==> src/include/dmc_pkg.sv <==
// constants and field layout for the memory controller timing and configuration registers
package dmc_pkg;
   // ---------------------------------------------------------------
   // register byte offsets
   // ---------------------------------------------------------------
   localparam int ADDR_W = 12;
   localparam logic [ADDR_W-1:0] OFF_WTR = 12'h03c;
   localparam logic [ADDR_W-1:0] OFF_TXP = 12'h040;
   localparam logic [ADDR_W-1:0] OFF_TXSR = 12'h044;
   localparam logic [ADDR_W-1:0] OFF_TESR = 12'h048;
   localparam logic [ADDR_W-1:0] OFF_CFGB = 12'h04c;
   localparam logic [ADDR_W-1:0] OFF_CFGC = 12'h050;
   localparam logic [ADDR_W-1:0] OFF_QOS_FIRST = 12'h100;
   localparam logic [ADDR_W-1:0] OFF_QOS_LAST = 12'h13c;
   localparam logic [ADDR_W-1:0] OFF_CHIP = 12'h200;
   localparam int QOS_COUNT = 16;
   localparam int QOS_IDX_W = 4;
   // ---------------------------------------------------------------
   // field widths and positions
   // ---------------------------------------------------------------
   localparam int WTR_W = 3;
   localparam int TIME_W = 8;
   localparam int CFGB_W = 11;
   localparam int CFGC_W = 12;
   localparam int QOS_W = 10;
   localparam int CHIP_W = 17;
   localparam int RDDLY_LSB = 9;
   localparam int RDDLY_W = 2;
   localparam int MTYPE_LSB = 6;
   localparam int MTYPE_W = 3;
   localparam int MWID_LSB = 4;
   localparam int MWID_W = 2;
   localparam int CKEINIT_BIT = 3;
   localparam int DQMINIT_BIT = 2;
   localparam int BUSFAST_BIT = 1;
   localparam int SYNC_BIT = 0;
   localparam int PRESC_LSB = 3;
   localparam int PRESC_W = 9;
   localparam int MAXREF_LSB = 0;
   localparam int MAXREF_W = 3;
   localparam int QMAX_LSB = 2;
   localparam int QMAX_W = 8;
   localparam int QMIN_BIT = 1;
   localparam int QEN_BIT = 0;
   localparam int ORG_BIT = 16;
   localparam int MATCH_LSB = 8;
   localparam int MASK_LSB = 0;
   localparam int CSEL_W = 8;
   // ---------------------------------------------------------------
   // reset values
   // ---------------------------------------------------------------
   localparam logic [WTR_W-1:0] RST_WTR = 3'h2;
   localparam logic [TIME_W-1:0] RST_TXP = 8'h01;
   localparam logic [TIME_W-1:0] RST_TXSR = 8'h0a;
   localparam logic [TIME_W-1:0] RST_TESR = 8'h14;
   localparam logic [CFGB_W-1:0] RST_CFGB = 11'h000;
   localparam logic [CFGC_W-1:0] RST_CFGC = 12'h000;
   localparam logic [QOS_W-1:0] RST_QOS = 10'h000;
   localparam logic [CHIP_W-1:0] RST_CHIP = 17'h0ff00;
   // ---------------------------------------------------------------
   // encodings
   // ---------------------------------------------------------------
   localparam logic [MTYPE_W-1:0] MT_SDR = 3'h0;
   localparam logic [MTYPE_W-1:0] MT_DDR = 3'h1;
   localparam logic [MTYPE_W-1:0] MT_EDRAM = 3'h2;
   localparam logic [MTYPE_W-1:0] MT_LPDDR = 3'h3;
   localparam logic [MWID_W-1:0] MW_16 = 2'h0;
   localparam logic [MWID_W-1:0] MW_32 = 2'h1;
   localparam logic [MWID_W-1:0] MW_64 = 2'h2;
   localparam logic [1:0] HTRANS_NONSEQ = 2'h2;
   localparam logic [2:0] HSIZE_WORD = 3'h2;
endpackage

==> src/core/dmc_timing_cfg.sv <==
// timing and configuration register block of the dynamic memory controller, with its counters
//
// The implementer's own choice: the AHB-Lite slave port.
`timescale 1ns/1ps
module dmc_timing_cfg (
   input wire logic mclk,
   input wire logic reset_n,
   input wire logic clkEn,
   // ahb-lite slave
   input wire logic hsel,
   input wire logic [31:0] haddr,
   input wire logic [1:0] htrans,
   input wire logic hwrite,
   input wire logic [2:0] hsize,
   input wire logic [31:0] hwdata,
   input wire logic hready,
   output logic hreadyout,
   output logic hresp,
   output logic [31:0] hrdata,
   // controller state and scheduler events
   input wire logic inConfigState,
   input wire logic inLowPowerState,
   input wire logic writeIssued,
   input wire logic pdExitIssued,
   input wire logic srExitIssued,
   input wire logic srEntryIssued,
   input wire logic refreshIssued,
   input wire logic initDone,
   input wire logic ckeRun,
   input wire logic dqmRun,
   input wire logic casHalfIn,
   input wire logic rdValidIn,
   input wire logic readReq,
   input wire logic [3:0] readMasterId,
   input wire logic [7:0] chipAddrHi,
   // results
   output logic readAllowed,
   output logic cmdAllowed,
   output logic srEntryBusy,
   output logic rdValidOut,
   output logic [2:0] memType,
   output logic [1:0] memWidth,
   output logic syncClocks,
   output logic busFasterFlag,
   output logic ckeOut,
   output logic dqmOut,
   output logic casHalfOut,
   output logic refreshRequest,
   output logic [2:0] outstandingRefs,
   output logic qosApply,
   output logic [7:0] qosMax,
   output logic qosMin,
   output logic chipSelected,
   output logic orgBankRowCol
);
   // ---------------------------------------------------------------
   // register storage
   // ---------------------------------------------------------------
   logic [dmc_pkg::WTR_W-1:0] wtrDelay;
   logic [dmc_pkg::TIME_W-1:0] pdExitTime;
   logic [dmc_pkg::TIME_W-1:0] srExitTime;
   logic [dmc_pkg::TIME_W-1:0] srEntryTime;
   logic [dmc_pkg::CFGB_W-1:0] cfgB;
   logic [dmc_pkg::CFGC_W-1:0] cfgC;
   logic [dmc_pkg::QOS_W-1:0] qosCfg [dmc_pkg::QOS_COUNT];
   logic [dmc_pkg::CHIP_W-1:0] chipCfg;

   // ---------------------------------------------------------------
   // ahb-lite slave
   // ---------------------------------------------------------------
   logic accessOk;
   logic addrPhase;
   logic wrPend;
   logic [dmc_pkg::ADDR_W-1:0] wrAddr;
   logic [31:0] next_rdata;
   logic wrNow;
   logic [dmc_pkg::QOS_IDX_W-1:0] wrQosIdx;
   logic wrQosHit;

   // registers only answer in the configuration or low-power state
   assign accessOk = inConfigState || inLowPowerState;
   assign addrPhase = hsel && hready && htrans[1];
   // zero wait states; every transfer, mapped or not, ends OKAY
   assign hreadyout = 1'b1;
   assign hresp = 1'b0;

   // address phase captured for the data phase that follows
   always_ff @(posedge mclk) begin
      if (!reset_n) begin
         wrPend <= 1'b0;
         wrAddr <= '0;
      end else if (clkEn) begin
         wrPend <= addrPhase && hwrite;
         if (addrPhase) begin
            wrAddr <= haddr[dmc_pkg::ADDR_W-1:0];
         end
      end
   end

   // write takes effect in the data phase, and only while access is open
   assign wrNow = clkEn && wrPend && accessOk;
   assign wrQosHit = wrAddr >= dmc_pkg::OFF_QOS_FIRST && wrAddr <= dmc_pkg::OFF_QOS_LAST && wrAddr[1:0] == 2'h0;
   assign wrQosIdx = wrAddr[dmc_pkg::QOS_IDX_W+1:2];

   // read mux; locked-out or unmapped reads return zero
   always_comb begin
      logic [dmc_pkg::ADDR_W-1:0] a;
      a = haddr[dmc_pkg::ADDR_W-1:0];
      next_rdata = 32'h0000_0000;
      if (accessOk) begin
         if (a == dmc_pkg::OFF_WTR) begin
            next_rdata[dmc_pkg::WTR_W-1:0] = wtrDelay;
         end else if (a == dmc_pkg::OFF_TXP) begin
            next_rdata[dmc_pkg::TIME_W-1:0] = pdExitTime;
         end else if (a == dmc_pkg::OFF_TXSR) begin
            next_rdata[dmc_pkg::TIME_W-1:0] = srExitTime;
         end else if (a == dmc_pkg::OFF_TESR) begin
            next_rdata[dmc_pkg::TIME_W-1:0] = srEntryTime;
         end else if (a == dmc_pkg::OFF_CFGB) begin
            next_rdata[dmc_pkg::CFGB_W-1:0] = cfgB;
         end else if (a == dmc_pkg::OFF_CFGC) begin
            next_rdata[dmc_pkg::CFGC_W-1:0] = cfgC;
         end else if (a >= dmc_pkg::OFF_QOS_FIRST && a <= dmc_pkg::OFF_QOS_LAST && a[1:0] == 2'h0) begin
            next_rdata[dmc_pkg::QOS_W-1:0] = qosCfg[a[dmc_pkg::QOS_IDX_W+1:2]];
         end else if (a == dmc_pkg::OFF_CHIP) begin
            next_rdata[dmc_pkg::CHIP_W-1:0] = chipCfg;
         end
      end
   end

   // read data registered at the address phase, stands in the data phase
   always_ff @(posedge mclk) begin
      if (!reset_n) begin
         hrdata <= 32'h0000_0000;
      end else if (clkEn && addrPhase && !hwrite) begin
         hrdata <= next_rdata;
      end
   end

   // ---------------------------------------------------------------
   // register writes
   // ---------------------------------------------------------------
   // timing and global configuration registers
   always_ff @(posedge mclk) begin
      if (!reset_n) begin
         wtrDelay <= dmc_pkg::RST_WTR;
         pdExitTime <= dmc_pkg::RST_TXP;
         srExitTime <= dmc_pkg::RST_TXSR;
         srEntryTime <= dmc_pkg::RST_TESR;
         cfgB <= dmc_pkg::RST_CFGB;
         cfgC <= dmc_pkg::RST_CFGC;
         chipCfg <= dmc_pkg::RST_CHIP;
      end else if (wrNow) begin
         if (wrAddr == dmc_pkg::OFF_WTR) begin
            wtrDelay <= hwdata[dmc_pkg::WTR_W-1:0];
         end
         if (wrAddr == dmc_pkg::OFF_TXP) begin
            pdExitTime <= hwdata[dmc_pkg::TIME_W-1:0];
         end
         if (wrAddr == dmc_pkg::OFF_TXSR) begin
            srExitTime <= hwdata[dmc_pkg::TIME_W-1:0];
         end
         if (wrAddr == dmc_pkg::OFF_TESR) begin
            srEntryTime <= hwdata[dmc_pkg::TIME_W-1:0];
         end
         if (wrAddr == dmc_pkg::OFF_CFGB) begin
            cfgB <= hwdata[dmc_pkg::CFGB_W-1:0];
         end
         if (wrAddr == dmc_pkg::OFF_CFGC) begin
            cfgC <= hwdata[dmc_pkg::CFGC_W-1:0];
         end
         if (wrAddr == dmc_pkg::OFF_CHIP) begin
            chipCfg <= hwdata[dmc_pkg::CHIP_W-1:0];
         end
      end
   end

   // one configuration word per master slot
   for (genvar g = 0; g < dmc_pkg::QOS_COUNT; g++) begin : gQos
      always_ff @(posedge mclk) begin
         if (!reset_n) begin
            qosCfg[g] <= dmc_pkg::RST_QOS;
         end else if (wrNow && wrQosHit && wrQosIdx == dmc_pkg::QOS_IDX_W'(g)) begin
            qosCfg[g] <= hwdata[dmc_pkg::QOS_W-1:0];
         end
      end
   end

   // ---------------------------------------------------------------
   // decoded configuration
   // ---------------------------------------------------------------
   logic [dmc_pkg::RDDLY_W-1:0] readDelay;
   logic [dmc_pkg::PRESC_W-1:0] prescale;
   logic [dmc_pkg::MAXREF_W-1:0] maxRefs;

   assign readDelay = cfgB[dmc_pkg::RDDLY_LSB +: dmc_pkg::RDDLY_W];
   assign memType = cfgB[dmc_pkg::MTYPE_LSB +: dmc_pkg::MTYPE_W];
   assign memWidth = cfgB[dmc_pkg::MWID_LSB +: dmc_pkg::MWID_W];
   // clock relationship flags are software's duty; passed on to the crossing logic
   assign busFasterFlag = cfgB[dmc_pkg::BUSFAST_BIT];
   assign syncClocks = cfgB[dmc_pkg::SYNC_BIT];
   assign prescale = cfgC[dmc_pkg::PRESC_LSB +: dmc_pkg::PRESC_W];
   assign maxRefs = cfgC[dmc_pkg::MAXREF_LSB +: dmc_pkg::MAXREF_W];
   assign orgBankRowCol = chipCfg[dmc_pkg::ORG_BIT];
   // no half-cycle CAS offset on SDR or LPDDR parts
   assign casHalfOut = (memType == dmc_pkg::MT_SDR || memType == dmc_pkg::MT_LPDDR) ? 1'b0 : casHalfIn;

   // ---------------------------------------------------------------
   // command spacing counters
   // ---------------------------------------------------------------
   logic [dmc_pkg::WTR_W-1:0] wtrCount;
   logic [dmc_pkg::TIME_W-1:0] exitCount;
   logic [dmc_pkg::TIME_W-1:0] srEntryCount;

   // write to read hold-off
   always_ff @(posedge mclk) begin
      if (!reset_n) begin
         wtrCount <= '0;
      end else if (clkEn) begin
         if (writeIssued) begin
            wtrCount <= wtrDelay;
         end else if (wtrCount != '0) begin
            wtrCount <= wtrCount - 1'b1;
         end
      end
   end
   assign readAllowed = (wtrCount == '0);

   // exit waits share one counter since only one exit can be in flight
   always_ff @(posedge mclk) begin
      if (!reset_n) begin
         exitCount <= '0;
      end else if (clkEn) begin
         if (pdExitIssued) begin
            exitCount <= pdExitTime;
         end else if (srExitIssued) begin
            exitCount <= srExitTime;
         end else if (exitCount != '0) begin
            exitCount <= exitCount - 1'b1;
         end
      end
   end
   assign cmdAllowed = (exitCount == '0);

   // self-refresh entry command time
   always_ff @(posedge mclk) begin
      if (!reset_n) begin
         srEntryCount <= '0;
      end else if (clkEn) begin
         if (srEntryIssued) begin
            srEntryCount <= srEntryTime;
         end else if (srEntryCount != '0) begin
            srEntryCount <= srEntryCount - 1'b1;
         end
      end
   end
   assign srEntryBusy = (srEntryCount != '0);

   // ---------------------------------------------------------------
   // pad read latency
   // ---------------------------------------------------------------
   localparam int PIPE_D = 3;
   logic [PIPE_D-1:0] rdPipe;

   // a short shift line; the tap picks the programmed extra latency
   always_ff @(posedge mclk) begin
      if (!reset_n) begin
         rdPipe <= '0;
      end else if (clkEn) begin
         rdPipe <= {rdPipe[PIPE_D-2:0], rdValidIn};
      end
   end
   assign rdValidOut = (readDelay == '0) ? rdValidIn : rdPipe[readDelay - 1'b1];

   // ---------------------------------------------------------------
   // cke and dqm levels
   // ---------------------------------------------------------------
   // until initialisation ends the pins show the programmed idle levels
   always_ff @(posedge mclk) begin
      if (!reset_n) begin
         ckeOut <= 1'b0;
         dqmOut <= 1'b0;
      end else if (clkEn) begin
         ckeOut <= initDone ? ckeRun : cfgB[dmc_pkg::CKEINIT_BIT];
         dqmOut <= initDone ? dqmRun : cfgB[dmc_pkg::DQMINIT_BIT];
      end
   end

   // ---------------------------------------------------------------
   // refresh pacing
   // ---------------------------------------------------------------
   logic [dmc_pkg::PRESC_W-1:0] prescCount;
   logic refreshTick;
   logic incRef;
   logic decRef;

   // prescale of zero stops the prescaler, so no refreshes are queued
   always_ff @(posedge mclk) begin
      if (!reset_n) begin
         prescCount <= '0;
      end else if (clkEn) begin
         if (prescCount == '0) begin
            prescCount <= prescale;
         end else begin
            prescCount <= prescCount - 1'b1;
         end
      end
   end
   assign refreshTick = (prescale != '0) && (prescCount == '0);
   assign incRef = refreshTick && (outstandingRefs < maxRefs);
   assign decRef = refreshIssued && (outstandingRefs != '0);

   // outstanding refreshes, capped at the programmed maximum
   always_ff @(posedge mclk) begin
      if (!reset_n) begin
         outstandingRefs <= '0;
      end else if (clkEn) begin
         if (incRef && !decRef) begin
            outstandingRefs <= outstandingRefs + 1'b1;
         end else if (decRef && !incRef) begin
            outstandingRefs <= outstandingRefs - 1'b1;
         end
      end
   end
   assign refreshRequest = (outstandingRefs != '0);

   // ---------------------------------------------------------------
   // qos and chip select lookups
   // ---------------------------------------------------------------
   logic [dmc_pkg::QOS_W-1:0] qosSel;
   logic [dmc_pkg::CSEL_W-1:0] csMatch;
   logic [dmc_pkg::CSEL_W-1:0] csMask;

   assign qosSel = qosCfg[readMasterId];
   assign csMatch = chipCfg[dmc_pkg::MATCH_LSB +: dmc_pkg::CSEL_W];
   assign csMask = chipCfg[dmc_pkg::MASK_LSB +: dmc_pkg::CSEL_W];

   // registered so the scheduler sees stable values; costs one cycle
   always_ff @(posedge mclk) begin
      if (!reset_n) begin
         qosApply <= 1'b0;
         qosMax <= '0;
         qosMin <= 1'b0;
         chipSelected <= 1'b0;
      end else if (clkEn) begin
         qosApply <= readReq && qosSel[dmc_pkg::QEN_BIT];
         qosMax <= qosSel[dmc_pkg::QMAX_LSB +: dmc_pkg::QMAX_W];
         qosMin <= qosSel[dmc_pkg::QMIN_BIT];
         chipSelected <= ((chipAddrHi ^ csMatch) & csMask) == '0;
      end
   end
endmodule

==> config.mk <==
export PLATFORM = sky130hd
export DESIGN_NAME = dmc_timing_cfg
export DESIGN_NICKNAME = d
export VERILOG_FILES = /design/src/include/dmc_pkg.sv /design/src/core/dmc_timing_cfg.sv
export SDC_FILE = /design/constraint.sdc
export NUM_CORES = 1
export LEC_CHECK = 0
export ABC_AREA = 0
export ABC_CLOCK_PERIOD_IN_PS = 7500
export BUFFER_PORTS_ARGS = -buffer_cell sky130_fd_sc_hd__buf_2
export CAP_MARGIN = 20
export CORE_AREA = 2 2 218 156
export DETAILED_ROUTE_END_ITERATION = 8
export DIE_AREA = 0 0 220 158
export GPL_ROUTABILITY_DRIVEN = 0
export PLACE_DENSITY = 0.66
export SETUP_SLACK_MARGIN = 0.05
export SYNTH_ARGS = -nofsm -noshare
export SYNTH_HDL_FRONTEND = slang
export SYNTH_SLANG_ARGS = --single-unit
==> constraint.sdc <==
create_clock -name mclk -period 7.5 [get_ports mclk]
set_input_delay 0.75 -clock mclk [delete_from_list [all_inputs] [get_ports mclk]]
set_output_delay 0.75 -clock mclk [all_outputs]
set_load 0.05 [all_outputs]
-- After elaboration in Yosys (flattened, before gate mapping)
Memories as Yosys holds them, arrays and structs flattened.
Cells that the tools add are included.
- register bits after elaboration: 144
- bits in writable memories: 160
- bits of input ports: 100
- output and inout bits: 64
- logic and storage cells: 265
- memories: 1
- add/subtract/negate cells: 7
- $lt $le $gt $ge: 6
- equal/unequal tests: 30
- multiplexer cells: 112
- bitwise logic cells: 18
- reductions and logical operators: 69
- memory list (name ; words ; bits a word ; rd ports ; clocked after Yosys merged registers in ; write ports ; RTL line ; RTL):
    qosCfg ; 16 ; 10 ; 2 ; 0 ; 16 ; dmc_timing_cfg.sv:65 ; logic [dmc_pkg::QOS_W-1:0] qosCfg [dmc_pkg::QOS_COUNT];
- operators by type and width (kind ; count):
    10-bit 2-to-1 mux ; 17
    17-bit 2-to-1 mux ; 10
    12-bit by 7-bit == test with 1-bit output, second input constant ; 10
    8-bit 2-to-1 mux ; 8
    7-bit 2-to-1 mux ; 8
    1-bit 2-to-1 mux ; 54
    9-bit 2-to-1 mux ; 4
    1-bit logical AND ; 34
    4-bit == test, second input constant ; 8
    12-bit by 10-bit == test with 1-bit output, second input constant ; 2
    12-bit by 6-bit == test with 1-bit output, second input constant ; 2
    12-bit by 9-bit greater-or-equal comparator with 1-bit output, second input constant ; 2
    12-bit by 9-bit <= comparator with 1-bit output, second input constant ; 2
    2-bit AND reduction ; 12
    4-bit by 3-bit == test with 1-bit output, second input constant ; 4
    8-bit logical NOT ; 2
    1-bit bitwise OR ; 16
    8-bit nonzero test ; 2
    8-bit by 1-bit subtractor with 8-bit output, second input constant ; 2
    3-bit 2-to-1 mux ; 5
    14-bit 2-to-1 mux ; 1
    12-bit 2-to-1 mux ; 1
    11-bit 2-to-1 mux ; 1
    9-bit logical NOT ; 1
    other kinds (22) ; 34

-- Depth between registers and ports, before layout
- word-level depth: 26
- depth in mapped cells: 12
- gate-level depth less buffers: 11

-- Worst setup path before layout
OpenSTA, ideal clock, no wires.
- path kind: input port to flip-flop
- start point: input clkEn
- end point: memory qosCfg[15][0] (netlist name), enable pin
- setup time: 391 ps
- arrival time: 2413 ps
- required time: 7109 ps
- setup slack: 4696 ps
- cell stages on the path: 5
- buffers on the path: 0
- cells stage by stage: nor4b_1 -> and3_1 -> and4bb_2 -> nand3_1 -> o21ai_0
- RTL lines (item ; RTL line ; RTL):
    start: declaration ; dmc_timing_cfg.sv:8 ; input wire logic clkEn,
    end: declaration ; dmc_timing_cfg.sv:65 ;

==> results_dict.tcl <==
set metrics [dict create \
    fill_cells 2830 \
    rows 56 \
    crit_top_cell "buf_4" \
    slowest_delay_ns 0.86 \
    tritoncts "built" \
    grt_start_max_net_pins 70 \
    postCtsSetupRepairBufs 0 \
    postRouteAntennaNets 0 \
    finClkSkew_ns 0.0158 \
    setup_viol 0 \
    p_leak_nw 6.63 \
    grt-ovfl-total 0 \
    yosysSeqAreaShare_pct 48.7 \
    die-height_um 158 \
    antenna_found_initial 0 \
    worst_hold_slack_ns 0.378 \
    start_kind "input pin" \
    cts_sinks 304 \
    dp_hpwl_um 33000 \
    core_sq_um 32800 \
    setup-tns-final_ns 0 \
    synth_common_cells "and2_1, edfxtp_1, nor2_1" \
    fin_area_sq_um 17700 \
    dr.pass1.iters 5 \
    yosysUniqueCellTypes 72 \
    wl_per_cell_um 24.7 \
    multi_input_area_sq_um 7530 \
    drive_gt1_share_pct 19.8 \
    synth_edf_count 160 \
    finalCriticalPeriod_ns 3.36 \
    rsz0062_at_grt "false" \
    drtIter0Drc 1567 \
    power_density_nw_per_um2 232 \
    clk_latency_ns 0.58 \
    seq_area_sq_um 7690 \
    ctsLongestPathBuffers 3 \
    grt_util_all_layers_pct 27.8 \
    netlist_top_cells_area "edfxtp_1, dfxtp_1, mux4_2" \
    p_int_mw 3.05 \
    swShare_pct 25.8 \
    wirelength_um 48400 \
    critPathKind "in2reg" \
    final_util_pct 54.1 \
    cap_violations 0 \
    comb_power_share_pct 12.6 \
    finalCritPeriodShare_pct 44.7 \
    cts_resized 0 \
    vdd_drop_max_mv 0.151 \
    vias 11924 \
    dp_slack_ns 3.63 \
    worst_pin_slew_ns 1.13 \
    die_w_um 220 \
    htreeDepth 1 \
    yosysWarningCount 0 \
    end_kind "flop" \
    finalNetCount 1613 \
    switching_power_mw 1.06 \
    cts.reportedPaths.clkPinSlew_ns 0.07 \
    async_flop_share_pct 0 \
    ys.flop_type "edfxtp_1" \
    antenna_cells 0 \
    p_seq_share_pct 45.3 \
    hp-class "in2reg" \
    dieArea_sq_um 34800 \
    io_pins 164 \
    synth_seq_cells 304 \
    place_area_sq_um 16600 \
    synthCells 1435 \
    via_per_inst 6.08 \
    yosysMostFrequentCell "and2_1" \
    postCtsHoldBufs 0 \
    area_delta_synth_final_pct 12.3 \
    slew_viol_final 0 \
    post-route-drc-count 0 \
    p_clk_share_pct 42.1 \
    netlist_area_sq_um 15800 \
    worst_ep_arrival_time_ns 3.86 \
    grt_first_pass_wirelength_um 71100 \
    finalHoldViolCount 0 \
    setup_slack_ns 4.14 \
    numCtsBuffers 30 \
    status "completed" \
    cp_slowest_cell "nor2_1" \
    crit_chain "buf_2 > buf_4 > clkinv_2 > buf_4 > nor2_1 > a22oi_1 > a31oi_1" \
    grt_pass1_vias 10997 \
    synth_top_area_share_pct 30.4 \
    io_buffers 107 \
    initial_core_util_pct 48.2 \
    max-slew-margin-rel_pct 24.5 \
    synth_top_area_cell "edfxtp_1" \
    fmax_ghz 0.298 \
    critPathMaxFanout 69 \
    cts-root-buf "clkbuf_16" \
    worstPathRequired_ns 8.01 \
    synth_area_per_cell_sq_um 11.0 \
]
-- registers in the layout (all words and copies together), names as in the netlist --
signal           count
qosCfg             160
chipCfg             17
hrdata              17
cfgC                12
wrAddr              12
cfgB                11
prescCount           9
exitCount            8
pdExitTime           8
qosMax               8
srEntryCount         8
srEntryTime          8
srExitTime           8
outstandingRefs      3
rdPipe               3
wtrCount             3
wtrDelay             3
chipSelected         1
ckeOut               1
dqmOut               1
qosApply             1
qosMin               1
wrPend               1
-- final timing paths --
kind                 start            endpoint  slack (ns)  cells past startpoint
max reg2reg  prescCount[4]  outstandingRefs[2]        4.40                     10
min             hwdata[15]         chipCfg[15]        0.38                      3
min reg2reg      hrdata[3]           hrdata[3]        0.45                      2
max                reset_n           hrdata[8]        4.14                      7
-- through the flow --
step           std cells  power, mW
2_1_floorplan       1450       2.27
3_3_place_gp        1904       2.40
3_5_place_dp        1904       2.41
4_1_cts             1960       4.12
5_1_grt             1961       4.25
6_report            1961       4.12
-- layer usage --
metal | GRT usage [%] | up-vias | routed length, um
met1 | 42.7 | 5875 | 21700
met5 | 2.46 | - | 119
met2 | 38.0 | 638 | 19700
met3 | 8.66 | 77 | 5850
met4 | 5.94 | 2 | 979
li1 | - | 5332 | -
-- critical path: cells and delay by family --
family | cells | cell delay (ns)
buffers and inverters | 4 | 1.78
AND/OR/NAND/NOR | 1 | 0.86
AO/OA/AOI/OAI | 2 | 0.36
-- logic make-up after synthesis --
kind of cell	share of synthesized area (%)
buffers and inverters	4.06
adders and majority gates	0.919
muxes	18.4
xor gates and xnor gates	0.998
other	0.0476
DFF	48.7
AOI/OAI and AO/OA	8.26
and+or+nand+nor	18.7
-- power groups by stage --
stage                     combinational, mW  clock (mW)  sequential [mW]
final                                 0.520        1.73             1.86
after global routing                  0.568        1.81             1.87
after CTS                             0.516        1.74             1.86
after detailed placement              0.513           0             1.90
after global placement                0.503           0             1.89
after floorplan                       0.373           0             1.89
-- area by class of cell --
type	count	share of cell area, %
Clock inverter	14	1.09
Timing Repair Buffer	135	4.20
Multi-Input combinational cell	1005	42.4
Tap cell	435	3.07
Clock buffer	42	5.32
Sequential cell	304	43.3
Inverter	26	0.557
-- placed cells by master, fill, tap and decap left out, types with 9 or more instances in the layout --
| cell type | instances |
|---|---|
| nand3_1 | 23 |
| buf_2 | 107 |
| o21ai_0 | 54 |
| clkbuf_16 | 36 |
| a22oi_1 | 14 |
| edfxtp_1 | 160 |
| nor3_1 | 18 |
| ha_1 | 10 |
| nor2b_1 | 9 |
| mux4_2 | 88 |
| xor2_1 | 14 |
| nor2_1 | 148 |
| inv_1 | 26 |
| and2_1 | 161 |
| nand2_1 | 128 |
| nand2b_1 | 14 |
| o211ai_1 | 15 |
| mux2i_1 | 84 |
| buf_4 | 28 |
| dfxtp_1 | 144 |
| conb_1 | 17 |
| a21oi_1 | 53 |
Power figures use the tool's default switching activity.
